<file path="src/iskip_regs.vh">
// constants for the increment-and-skip execution block
// assumes inclusion by the single design file only
`ifndef ISKIP_REGS_VH
`define ISKIP_REGS_VH
`define ISKIP_OP_SKZ 6'h0F
`define ISKIP_OP_SKNZ 6'h12
`define ISKIP_OP_MSB 15
`define ISKIP_OP_LSB 10
`define ISKIP_D_BIT 9
`define ISKIP_A_BIT 8
`define ISKIP_IDX_MAX 8'h5F
`define ISKIP_ACC_LOW_MAX 8'h7F
`define ISKIP_ACC_HIGH_BANK 4'hF
`define ISKIP_W_RST 8'h00
`define ISKIP_CNT_RST 2'h0
`endif

</file>
<file path="src/iskip_exec.v">
// increment-and-skip executor: decode, address resolve, result, skip control
// assumes one instruction word offered per I_CORE_CLK when I_INSTR_VALID, and
// file data returned combinationally for the address presented.
// Function
// - result is addressed register plus one
// - d zero writes result to working register
// - d one writes result to file
// - zero variant skips on zero result
// - skip discards prefetched word, inserts nop
// - nonzero variant skips on nonzero result
// - a zero resolves in access bank
// - a one uses bank select value
// - extended set, a zero, f<=95: indexed
// - one word; 1, 2 or 3 cycles
`timescale 1ns/10ps
`default_nettype none
`include "iskip_regs.vh"
module iskip_exec (
  // clock and reset
  input wire I_CORE_CLK,
  input wire I_RESET_N,
  // instruction stream
  input wire I_INSTR_VALID,
  input wire [15:0] I_INSTR,
  input wire I_NEXT_TWO_WORD,
  input wire I_EXT_SET_EN,
  input wire [3:0] I_BANK_SELECT_VALUE,
  input wire [11:0] I_INDEX_BASE,
  // file register read port
  input wire [7:0] I_FILE_RDATA,
  output wire [11:0] O_FILE_ADDR,
  // results
  output reg O_FILE_WE,
  output reg [11:0] O_FILE_WADDR,
  output reg [7:0] O_FILE_WDATA,
  output reg [7:0] O_WREG,
  output reg O_STATUS_WE,
  output wire O_IS_ISKIP,
  output reg O_SKIP,
  output wire O_BUSY
);
  reg [1:0] nop_cnt_q;
  reg [1:0] nop_cnt_d;
  wire [5:0] op;
  wire dsel;
  wire asel;
  wire [7:0] faddr;
  wire is_skz;
  wire is_sknz;
  wire take;
  wire [7:0] result;
  wire do_skip;
  wire skip_now;
  wire res_zero;
  wire slot_free;
  wire is_any;
  wire [1:0] drop_len;
  wire [1:0] addr_rgn;
  // carry into each incrementer bit; no carry out, so no flag can see overflow
  wire [7:0] inc_carry;
  genvar gi;

  // discard states; each code is the number of words still to drop
  localparam [1:0] ST_RUN = 2'h0;
  localparam [1:0] ST_DROP_ONE = 2'h1;
  localparam [1:0] ST_DROP_TWO = 2'h2;

  // where an 8-bit operand lands in data memory
  localparam [1:0] RGN_BANKED = 2'h0;
  localparam [1:0] RGN_INDEXED = 2'h1;
  localparam [1:0] RGN_ACC_LOW = 2'h2;
  localparam [1:0] RGN_ACC_HIGH = 2'h3;

  // zero test shared by both skip conditions
  function iskip_is_zero;
    input [7:0] val;
    begin
      iskip_is_zero = (val == 8'h00);
    end
  endfunction

  // words to discard after a taken skip
  function [1:0] iskip_drop_len;
    input two_word;
    begin
      if (two_word) begin
        iskip_drop_len = ST_DROP_TWO;
      end else begin
        iskip_drop_len = ST_DROP_ONE;
      end
    end
  endfunction

  // opcode decode shared by both variants
  function [1:0] iskip_decode;
    input [5:0] opc;
    begin
      iskip_decode = {opc == `ISKIP_OP_SKNZ, opc == `ISKIP_OP_SKZ};
    end
  endfunction

  // classify 8-bit operand; indexed mode outranks the plain access bank
  function [1:0] iskip_region;
    input [7:0] f;
    input a;
    input ext;
    begin
      if (a) begin
        iskip_region = RGN_BANKED;
      end else if (ext && (f <= `ISKIP_IDX_MAX)) begin
        iskip_region = RGN_INDEXED;
      end else if (f <= `ISKIP_ACC_LOW_MAX) begin
        iskip_region = RGN_ACC_LOW;
      end else begin
        iskip_region = RGN_ACC_HIGH;
      end
    end
  endfunction

  // resolve 8-bit operand into 12-bit data address
  function [11:0] iskip_resolve;
    input [7:0] f;
    input [1:0] rgn;
    input [3:0] bank;
    input [11:0] base;
    begin
      case (rgn)
        RGN_BANKED: begin
          iskip_resolve = {bank, f};
        end
        RGN_INDEXED: begin
          // wraps in 12 bits; base near the top folds back to page zero
          iskip_resolve = base + {4'h0, f};
        end
        RGN_ACC_LOW: begin
          iskip_resolve = {4'h0, f};
        end
        default: begin
          iskip_resolve = {`ISKIP_ACC_HIGH_BANK, f};
        end
      endcase
    end
  endfunction

  assign op = I_INSTR[`ISKIP_OP_MSB:`ISKIP_OP_LSB];
  assign dsel = I_INSTR[`ISKIP_D_BIT];
  assign asel = I_INSTR[`ISKIP_A_BIT];
  assign faddr = I_INSTR[7:0];
  assign is_skz = iskip_decode(op) == 2'h1;
  assign is_sknz = iskip_decode(op) == 2'h2;
  // words arriving during a skip are discarded, not executed
  assign slot_free = (nop_cnt_q == ST_RUN);
  assign take = I_INSTR_VALID && slot_free;
  assign is_any = is_skz || is_sknz;
  assign O_IS_ISKIP = take && is_any;
  assign O_BUSY = !slot_free;
  // access bank, bank select, indexed offset
  assign addr_rgn = iskip_region(faddr, asel, I_EXT_SET_EN);
  assign O_FILE_ADDR = iskip_resolve(faddr, addr_rgn, I_BANK_SELECT_VALUE, I_INDEX_BASE);
  assign inc_carry[0] = 1'b1;
  generate
    for (gi = 0; gi < 8; gi = gi + 1) begin : g_inc
      assign result[gi] = I_FILE_RDATA[gi] ^ inc_carry[gi];
      if (gi < 7) begin : g_carry
        assign inc_carry[gi + 1] = I_FILE_RDATA[gi] & inc_carry[gi];
      end
    end
  endgenerate

  assign res_zero = iskip_is_zero(result);
  assign do_skip = (is_skz && res_zero) || (is_sknz && !res_zero);
  assign skip_now = O_IS_ISKIP && do_skip;
  assign drop_len = iskip_drop_len(I_NEXT_TWO_WORD);

  // one or two inserted nop cycles
  always @* begin
    nop_cnt_d = nop_cnt_q;
    case (nop_cnt_q)
      ST_RUN: begin
        if (skip_now) begin
          nop_cnt_d = drop_len;
        end
      end
      ST_DROP_ONE: begin
        // only valid words count; a fetch stall keeps the drop pending
        if (I_INSTR_VALID) begin
          nop_cnt_d = ST_RUN;
        end
      end
      ST_DROP_TWO: begin
        if (I_INSTR_VALID) begin
          nop_cnt_d = ST_DROP_ONE;
        end
      end
      default: begin
        nop_cnt_d = ST_RUN;
      end
    endcase
  end

  always @(posedge I_CORE_CLK or negedge I_RESET_N) begin
    if (!I_RESET_N) begin
      nop_cnt_q <= `ISKIP_CNT_RST;
    end else begin
      nop_cnt_q <= nop_cnt_d;
    end
  end

  // flags untouched
  // kept as a port so the core's flag mux needs no special case
  always @(posedge I_CORE_CLK or negedge I_RESET_N) begin
    if (!I_RESET_N) begin
      O_STATUS_WE <= 1'b0;
    end else begin
      O_STATUS_WE <= 1'b0;
    end
  end

  always @(posedge I_CORE_CLK or negedge I_RESET_N) begin
    if (!I_RESET_N) begin
      O_SKIP <= 1'b0;
    end else begin
      O_SKIP <= skip_now;
    end
  end

  always @(posedge I_CORE_CLK or negedge I_RESET_N) begin
    if (!I_RESET_N) begin
      O_FILE_WE <= 1'b0;
    end else begin
      O_FILE_WE <= O_IS_ISKIP && dsel;
    end
  end

  // address and data hold after the strobe; only the strobe is a pulse
  always @(posedge I_CORE_CLK or negedge I_RESET_N) begin
    if (!I_RESET_N) begin
      O_FILE_WADDR <= 12'h000;
      O_FILE_WDATA <= 8'h00;
    end else if (O_IS_ISKIP && dsel) begin
      O_FILE_WADDR <= O_FILE_ADDR;
      O_FILE_WDATA <= result;
    end
  end

  always @(posedge I_CORE_CLK or negedge I_RESET_N) begin
    if (!I_RESET_N) begin
      O_WREG <= `ISKIP_W_RST;
    end else if (O_IS_ISKIP && !dsel) begin
      O_WREG <= result;
    end
  end
endmodule // iskip_exec
`default_nettype wire

</file>
<file path="config.mk">
export PLATFORM = sky130hd
export DESIGN_NAME = iskip_exec
export DESIGN_NICKNAME = d
export VERILOG_FILES = /design/src/iskip_exec.v
export VERILOG_INCLUDE_DIRS = /design/src
export SDC_FILE = /design/constraint.sdc
export NUM_CORES = 1
export LEC_CHECK = 0
export BUFFER_PORTS_ARGS = -buffer_cell sky130_fd_sc_hd__buf_2
export CORE_MARGIN = 2
export CORE_UTILIZATION = 48
export DETAILED_ROUTE_END_ITERATION = 7
export PLACE_DENSITY = 0.8
export SLEW_MARGIN = 0
export SYNTH_ARGS = -nofsm -noshare
export SYNTH_HDL_FRONTEND = slang
export SYNTH_SLANG_ARGS = --single-unit
</file>
<file path="constraint.sdc">
create_clock -name I_CORE_CLK -period 2.1 [get_ports I_CORE_CLK]
set_input_delay 0.105 -clock I_CORE_CLK [delete_from_list [all_inputs] [get_ports I_CORE_CLK]]
set_output_delay 0.105 -clock I_CORE_CLK [all_outputs]
set_load 0.05 [all_outputs]
</file>
==> results of run 1 <==
## sequential cells by signal (all words and copies together) (netlist names)
register      cells
O_FILE_WADDR     12
O_FILE_WDATA      8
O_FILE_WE         1
O_SKIP            1
O_WREG            8
nop_cnt_q         2
## cell type report
type / count / area [µm²]
clock buffer: 5 / 68.8
clock inverter: 3 / 42.5
fill: 354 / 1400
inverter: 12 / 45.0
multi-input combinational: 172 / 1300
sequential: 32 / 801
tap: 52 / 65.1
timing repair buffer: 103 / 577
## worst paths after layout
| path | startpoint | depth (start not counted) | endpoint |
|---|---|---|---|
| worst max-delay path | I_INSTR[0] | 10 | O_FILE_ADDR[8] |
| worst min-delay path | I_NEXT_TWO_WORD | 4 | nop_cnt_q[0] |
| worst max register to register | nop_cnt_q[0] | 4 | O_WREG[1] |
| worst min register to register | O_FILE_WDATA[2] | 2 | O_FILE_WDATA[2] |
| max in group asynchronous | I_RESET_N | 2 | O_FILE_WADDR[7] |
| min in group asynchronous | I_RESET_N | 2 | O_WREG[6] |
## per-stage QoR
stage	cell area (µm²)	std cells	total power [mW]	TNS [ns]
2_1_floorplan	2200	225	1.40	-2.92
5_1_grt	2900	379	2.34	0
4_1_cts	2870	379	2.23	0
3_5_place_dp	2750	370	1.64	-0.536
6_report	2900	379	2.22	0
3_3_place_gp	2750	370	1.63	-0.349
## power by group
part / internal (mW) / switching [mW]
combinational: 0.263 / 0.623
sequential: 0.704 / 0.0462
clock: 0.351 / 0.232
total: 1.32 / 0.901
## cells by family after synthesis
| family | synth area share |
|---|---|
| buf+inv | 0.0439 |
| fa+ha+maj | 0.110 |
| flops | 0.380 |
| other cells | 0.00178 |
| mux | 0.0914 |
| simple gates | 0.181 |
| xor+xnor | 0.0166 |
| compound gates | 0.175 |
## metal layers
layer | vias up | routed length [µm] | track usage | share of wire
li1 | 997 | - | - | -
met1 | 913 | 2180 | 0.275 | 0.44
met2 | 71 | 2420 | 0.358 | 0.49
met3 | 4 | 356 | 0.0592 | 0.071
met4 | 0 | 34 | 0.0449 | 0.0068
met5 | - | 0 | 0 | 0
## cells in the final DEF, fill, tap and decap left out, types with 2 or more instances in the layout
| master | instances |
|---|---|
| mux2_4 | 9 |
| mux2i_1 | 2 |
| inv_1 | 11 |
| a31oi_1 | 4 |
| xnor2_1 | 2 |
| and2_1 | 2 |
| ha_1 | 16 |
| nor3_1 | 2 |
| nand2_1 | 45 |
| a21o_1 | 4 |
| o2111ai_1 | 2 |
| mux2_1 | 3 |
| o211ai_2 | 3 |
| nand3_1 | 8 |
| o21ai_0 | 3 |
| mux2_2 | 3 |
| a21oi_1 | 13 |
| buf_4 | 13 |
| o21ai_1 | 6 |
| nor2_1 | 11 |
| a211oi_1 | 2 |
| o21a_1 | 2 |
| dfrtp_1 | 32 |
| clkbuf_8 | 5 |
| buf_2 | 86 |
## worst min-delay path: cells and delay by family
family,cells,cell delay (ns)
buffers and inverters,1,0.07
AND/OR/NAND/NOR,2,0.13
AO/OA/AOI/OAI,1,0.04
## timing repair
action / CTS / global route
hold buffers: 1 / 0
hold endpoints to repair: 32 / 0
resized for setup: 0 / 9
endpoints found under the setup margin: 0 / 5
==> flow_summary.json, run 1 <==
{
  "run_status": "finished, final reports clean",
  "clk_latency_ns": 0.28,
  "vias": 1985,
  "layout.nets": 389,
  "synthCells": 225,
  "cts-root-buf": "clkbuf_8",
  "clk_pin_slew_worst_paths_ns": 0.07,
  "ir_drop_uv": 839,
  "remaining_drc_errors": 0,
  "synthTopCellsByArea": "dfrtp_1 (38%), ha_1 (10%), nand2_1 (8.2%)",
  "dp_hpwl_um": 4040,
  "synth_top_area_cell": "dfrtp_1",
  "dieHeight_um": 70.3,
  "drtAntennaViolNets": 0,
  "clock_skew_ns": 0.00701,
  "maxSlewViolCount": 0,
  "area_delta_synth_final_pct": 37.5,
  "slowest_stage": "o31ai_1",
  "grt_antenna_before_repair": 0,
  "yosys_warnings": 0,
  "synthTopCellsByCount": "nand2_1 (46), dfrtp_1 (32), ha_1 (17)",
  "async_reset_ff_frac": 1.00,
  "gp_congestion": 0.898,
  "hold_class": "in2reg",
  "portBuffers": 88,
  "max_stage_delay_ns": 0.32,
  "tightest_slew_ns": 0.678,
  "grt_overflow": 0,
  "syn_avg_cell_area_um2": 9.37,
  "synth_ff_type": "dfrtp_1",
  "setup_viol": 0,
  "ys_seq_area_frac": 0.380,
  "post_cts_buffers": 0,
  "grtUsageTotal": 0.213,
  "start_util": 0.491,
  "grt_setup_unrepaired": "false",
  "core.rowCount": 24,
  "die_area_um2": 4940,
  "fin_ws_ns": 0.124,
  "max_slew_margin": 0.548,
  "drt-pass1-iter-count": 4,
  "period_share": 0.941,
  "die_width_um": 70.3,
  "ys_types": 51,
  "pre_cts_ws_ns": -0.207,
  "worst-path-buf-inv": 3,
  "arrival_ns": 1.87,
  "synth_nets": 288,
  "crit_type": "in2out",
  "coreArea_um2": 4290,
  "synth_edf_count": 0,
  "ys_seq_elements": 32,
  "fin_crit_ns": 1.98,
  "hold_violations": 0,
  "drive_gt1_frac": 0.431,
  "grt_pass1_vias": 1856,
  "cts_tree": "yes",
  "hold_slack_ns": 0.0980,
  "path_max_fanout": 3,
  "wl_um": 4990,
  "viasPerCell": 5.24,
  "grt_pass1_wl_um": 8430,
  "final_core_util": 0.675,
  "yosys.cell_count.top_type": "nand2_1",
  "cap_violations": 0,
  "path_delay_family": "compound AO/OA/AOI/OAI gates",
  "crit_required_ns": 2.00,
  "p_leak_nw": 1.60,
  "ios": 90,
  "htree_levels": 2,
  "routedWlPerCell_um": 13.2,
  "cts_buffers": 5,
  "startpoint_type": "primary input",
  "synth.top_cell.area_share": 0.380,
  "clock_path_buffers": 2,
  "synth_area_um2": 2110,
  "powerDensity_nw_per_um2": 766,
  "antenna_cells": 0,
  "cts.sinks": 32,
  "grt_start_max_net_pins": 33,
  "crit_chain": "buf_2 -> ha_1 -> inv_1 -> fa_2 -> and2b_2 -> o2111ai_2 -> a211oi_1 -> o31ai_1 -> nand2_1 -> buf_6",
  "rrSetupSlack_ns": 0.55,
  "end_kind": "primary output",
  "max_freq_mhz": 506,
  "drt_first_iter_violations": 90
}
Note: power is estimated with default switching activity, not from simulation.
==> inputs of run 2 (changes only) <==
- ABC_AREA: default -> 1
- CORE_UTILIZATION: 48 -> 49
- CTS_CLUSTER_DIAMETER: default -> 150
- PLACE_DENSITY: 0.8 -> 0.81
==> flow_summary.json, run 2 <==
{
  "run_status": "finished, final reports clean",
  "regArea_um2": 801,
  "startpoint_type": "primary input",
  "arrival_ns": 1.84,
  "portBuffers": 88,
  "synth_area_um2": 2270,
  "hold_violations": 0,
  "routedWlPerCell_um": 11.8,
  "clk_latency_ns": 0.28,
  "wl_um": 5420,
  "ys_seq_elements": 32,
  "tightest_slew_ns": 0.686,
  "die_area_um2": 5190,
  "layout.nets": 471,
  "remaining_drc_errors": 0,
  "ys_types": 31,
  "ys_seq_area_frac": 0.353,
  "postPlaceCellArea_um2": 2790,
  "cts_tree": "yes",
  "gp_congestion": 0.927,
  "grt_antenna_before_repair": 0,
  "vias": 2238,
  "clock_path_buffers": 2,
  "multi_input_area_um2": 1280,
  "end_kind": "primary output",
  "met2_usage": 0.358,
  "synth_edf_count": 0,
  "layout_commonest_cell": "nand2_1",
  "dp_hpwl_um": 4470,
  "synthMuxAreaShare": 0,
  "synth_ff_type": "dfrtp_1",
  "crit_required_ns": 2.00,
  "pre_cts_ws_ns": -0.224,
  "synth-xor-area-share": 0.0149,
  "grt_pass1_wl_um": 8830,
  "viasPerCell": 4.85,
  "htree_levels": 2,
  "grtUsageTotal": 0.216,
  "fillers": 422,
  "setup_viol": 0,
  "synth_top_family_by_area": "simple AND/OR/NAND/NOR gates",
  "powerDensity_nw_per_um2": 808,
  "synthTopCellsByCount": "nand2_1 (118), inv_1 (41), dfrtp_1 (32)",
  "crit_type": "in2out",
  "cts_buffers": 5,
  "max_freq_mhz": 514,
  "yosys.cell_count.top_type": "nand2_1",
  "coreArea_um2": 4410,
  "top_usage_layer": "met2",
  "ios": 90,
  "die_width_um": 72.0,
  "grt_overflow": 0,
  "async_reset_ff_frac": 1.00,
  "fin_ws_ns": 0.153,
  "met3_usage": 0.0361,
  "drtAntennaViolNets": 0,
  "ir_drop_uv": 461,
  "yosys.area_share.simple": 0.323,
  "synthTopCellsByArea": "dfrtp_1 (35%), nand2_1 (20%), ha_1 (9.4%)",
  "drt_first_iter_violations": 110,
  "largest-register": "O_FILE_WADDR",
  "core.rowCount": 24,
  "synth_top_area_cell": "dfrtp_1",
  "cts.sinks": 32,
  "synth_nets": 374,
  "clock_skew_ns": 0.00224,
  "final_cell_mix": "nand2_1 (117), buf_2 (85), inv_1 (40)",
  "max_slew_margin": 0.543,
  "drive_gt1_frac": 0.340,
  "start_util": 0.514,
  "fin_crit_ns": 1.95,
  "synth_adder_area_share": 0.103,
  "p_leak_nw": 1.76,
  "largest_reg_flops": 12,
  "antenna_cells": 0,
  "grt_start_max_net_pins": 33,
  "maxSlewViolCount": 0,
  "syn_avg_cell_area_um2": 7.29,
  "grt_setup_unrepaired": "false",
  "top_regs": "O_FILE_WADDR x12, O_FILE_WDATA x8, O_WREG x8",
  "drt-pass1-iter-count": 4,
  "synth-compound-area-share": 0.105,
  "fin_area_um2": 2920,
  "grt_pass1_vias": 2040,
  "synthCells": 311,
  "synth.top_cell.area_share": 0.353,
  "period_share": 0.927,
  "cap_violations": 0,
  "hold_class": "in2reg",
  "path_max_fanout": 4,
  "dieHeight_um": 72.0,
  "clk_pin_slew_worst_paths_ns": 0.06,
  "post_cts_buffers": 0,
  "use_met1": 0.292,
  "yosys_warnings": 0,
  "area_delta_synth_final_pct": 28.8,
  "cts-root-buf": "clkbuf_8"
}
run 2: worst max-delay path, cell delays in order:
cell	delay, ns
buf_2	0.10
ha_1	0.23
inv_1	0.07
fa_1	0.36
inv_1	0.10
nand2_1	0.08
nand3_1	0.09
nand2_1	0.10
o211ai_1	0.18
nand3_1	0.08
nand2_1	0.10
clkbuf_4	0.24
run 2: cells by family (layout without fill, tap and decap cells):
family                   Yosys count  count (layout)
XOR/XNOR                           3               3
AO/OA/AOI/OAI                     34              34
other                              1               1
flip-flops                        32              32
buffers and inverters             51             149
AND/OR/NAND/NOR                  172             172
adder cells (fa/ha/maj)           18              18
run 2: cell type report:
| class | count | share of cell area |
|---|---|---|
| Clock buffer | 8 | 0.0308 |
| Inverter | 45 | 0.0586 |
| Multi-Input combinational cell | 228 | 0.438 |
| Sequential cell | 32 | 0.274 |
| Tap cell | 52 | 0.0223 |
| Timing Repair Buffer | 96 | 0.176 |
run 2: stage by stage:
stage	instances	hold WS [ns]	TNS [ns]	utilization	total power [mW]
after global placement	452	0.193	-0.278	0.632	1.86
after floorplan	311	-0.191	0	-	1.61
final	461	0.0620	0	0.662	2.36
after CTS	461	0.0721	0	0.654	2.37
after global routing	461	0.0720	0	0.662	2.50
after detailed placement	452	0.186	-0.427	0.632	1.89
run 2: where the power goes:
group	switching [mW]	internal (mW)
combinational	0.807	0.284
clock	0.204	0.267
sequential	0.0702	0.732
total	1.08	1.28
run 2: worst paths after layout:
| kind | startpoint | to | slack [ns] | depth (start not counted) |
|---|---|---|---|---|
| worst max-delay path | I_INSTR[0] | O_FILE_ADDR[6] | 0.15 | 12 |
| worst min-delay path | I_NEXT_TWO_WORD | nop_cnt_q[1] | 0.06 | 3 |
| worst max register to register | nop_cnt_q[1] | O_WREG[4] | 0.66 | 8 |
| worst min register to register | O_FILE_WADDR[0] | O_FILE_WADDR[0] | 0.48 | 2 |
| max in group asynchronous | I_RESET_N | O_FILE_WADDR[2] | 1.24 | 2 |
| min in group asynchronous | I_RESET_N | O_WREG[6] | 0.42 | 2 |
run 2: per-layer routing:
layer,vias up,part of all wire
li1,1160,-
met1,1005,0.45
met2,65,0.48
met3,8,0.053
met4,0,0.011
met5,-,0
run 2: repair_timing:
| action | 4_1_cts | 5_1_grt |
|---|---|---|
| gates resized for setup | 0 | 12 |
| setup endpoints to repair | 0 | 5 |
| hold buffers | 1 | 0 |
| hold endpoints to repair | 32 | 0 |
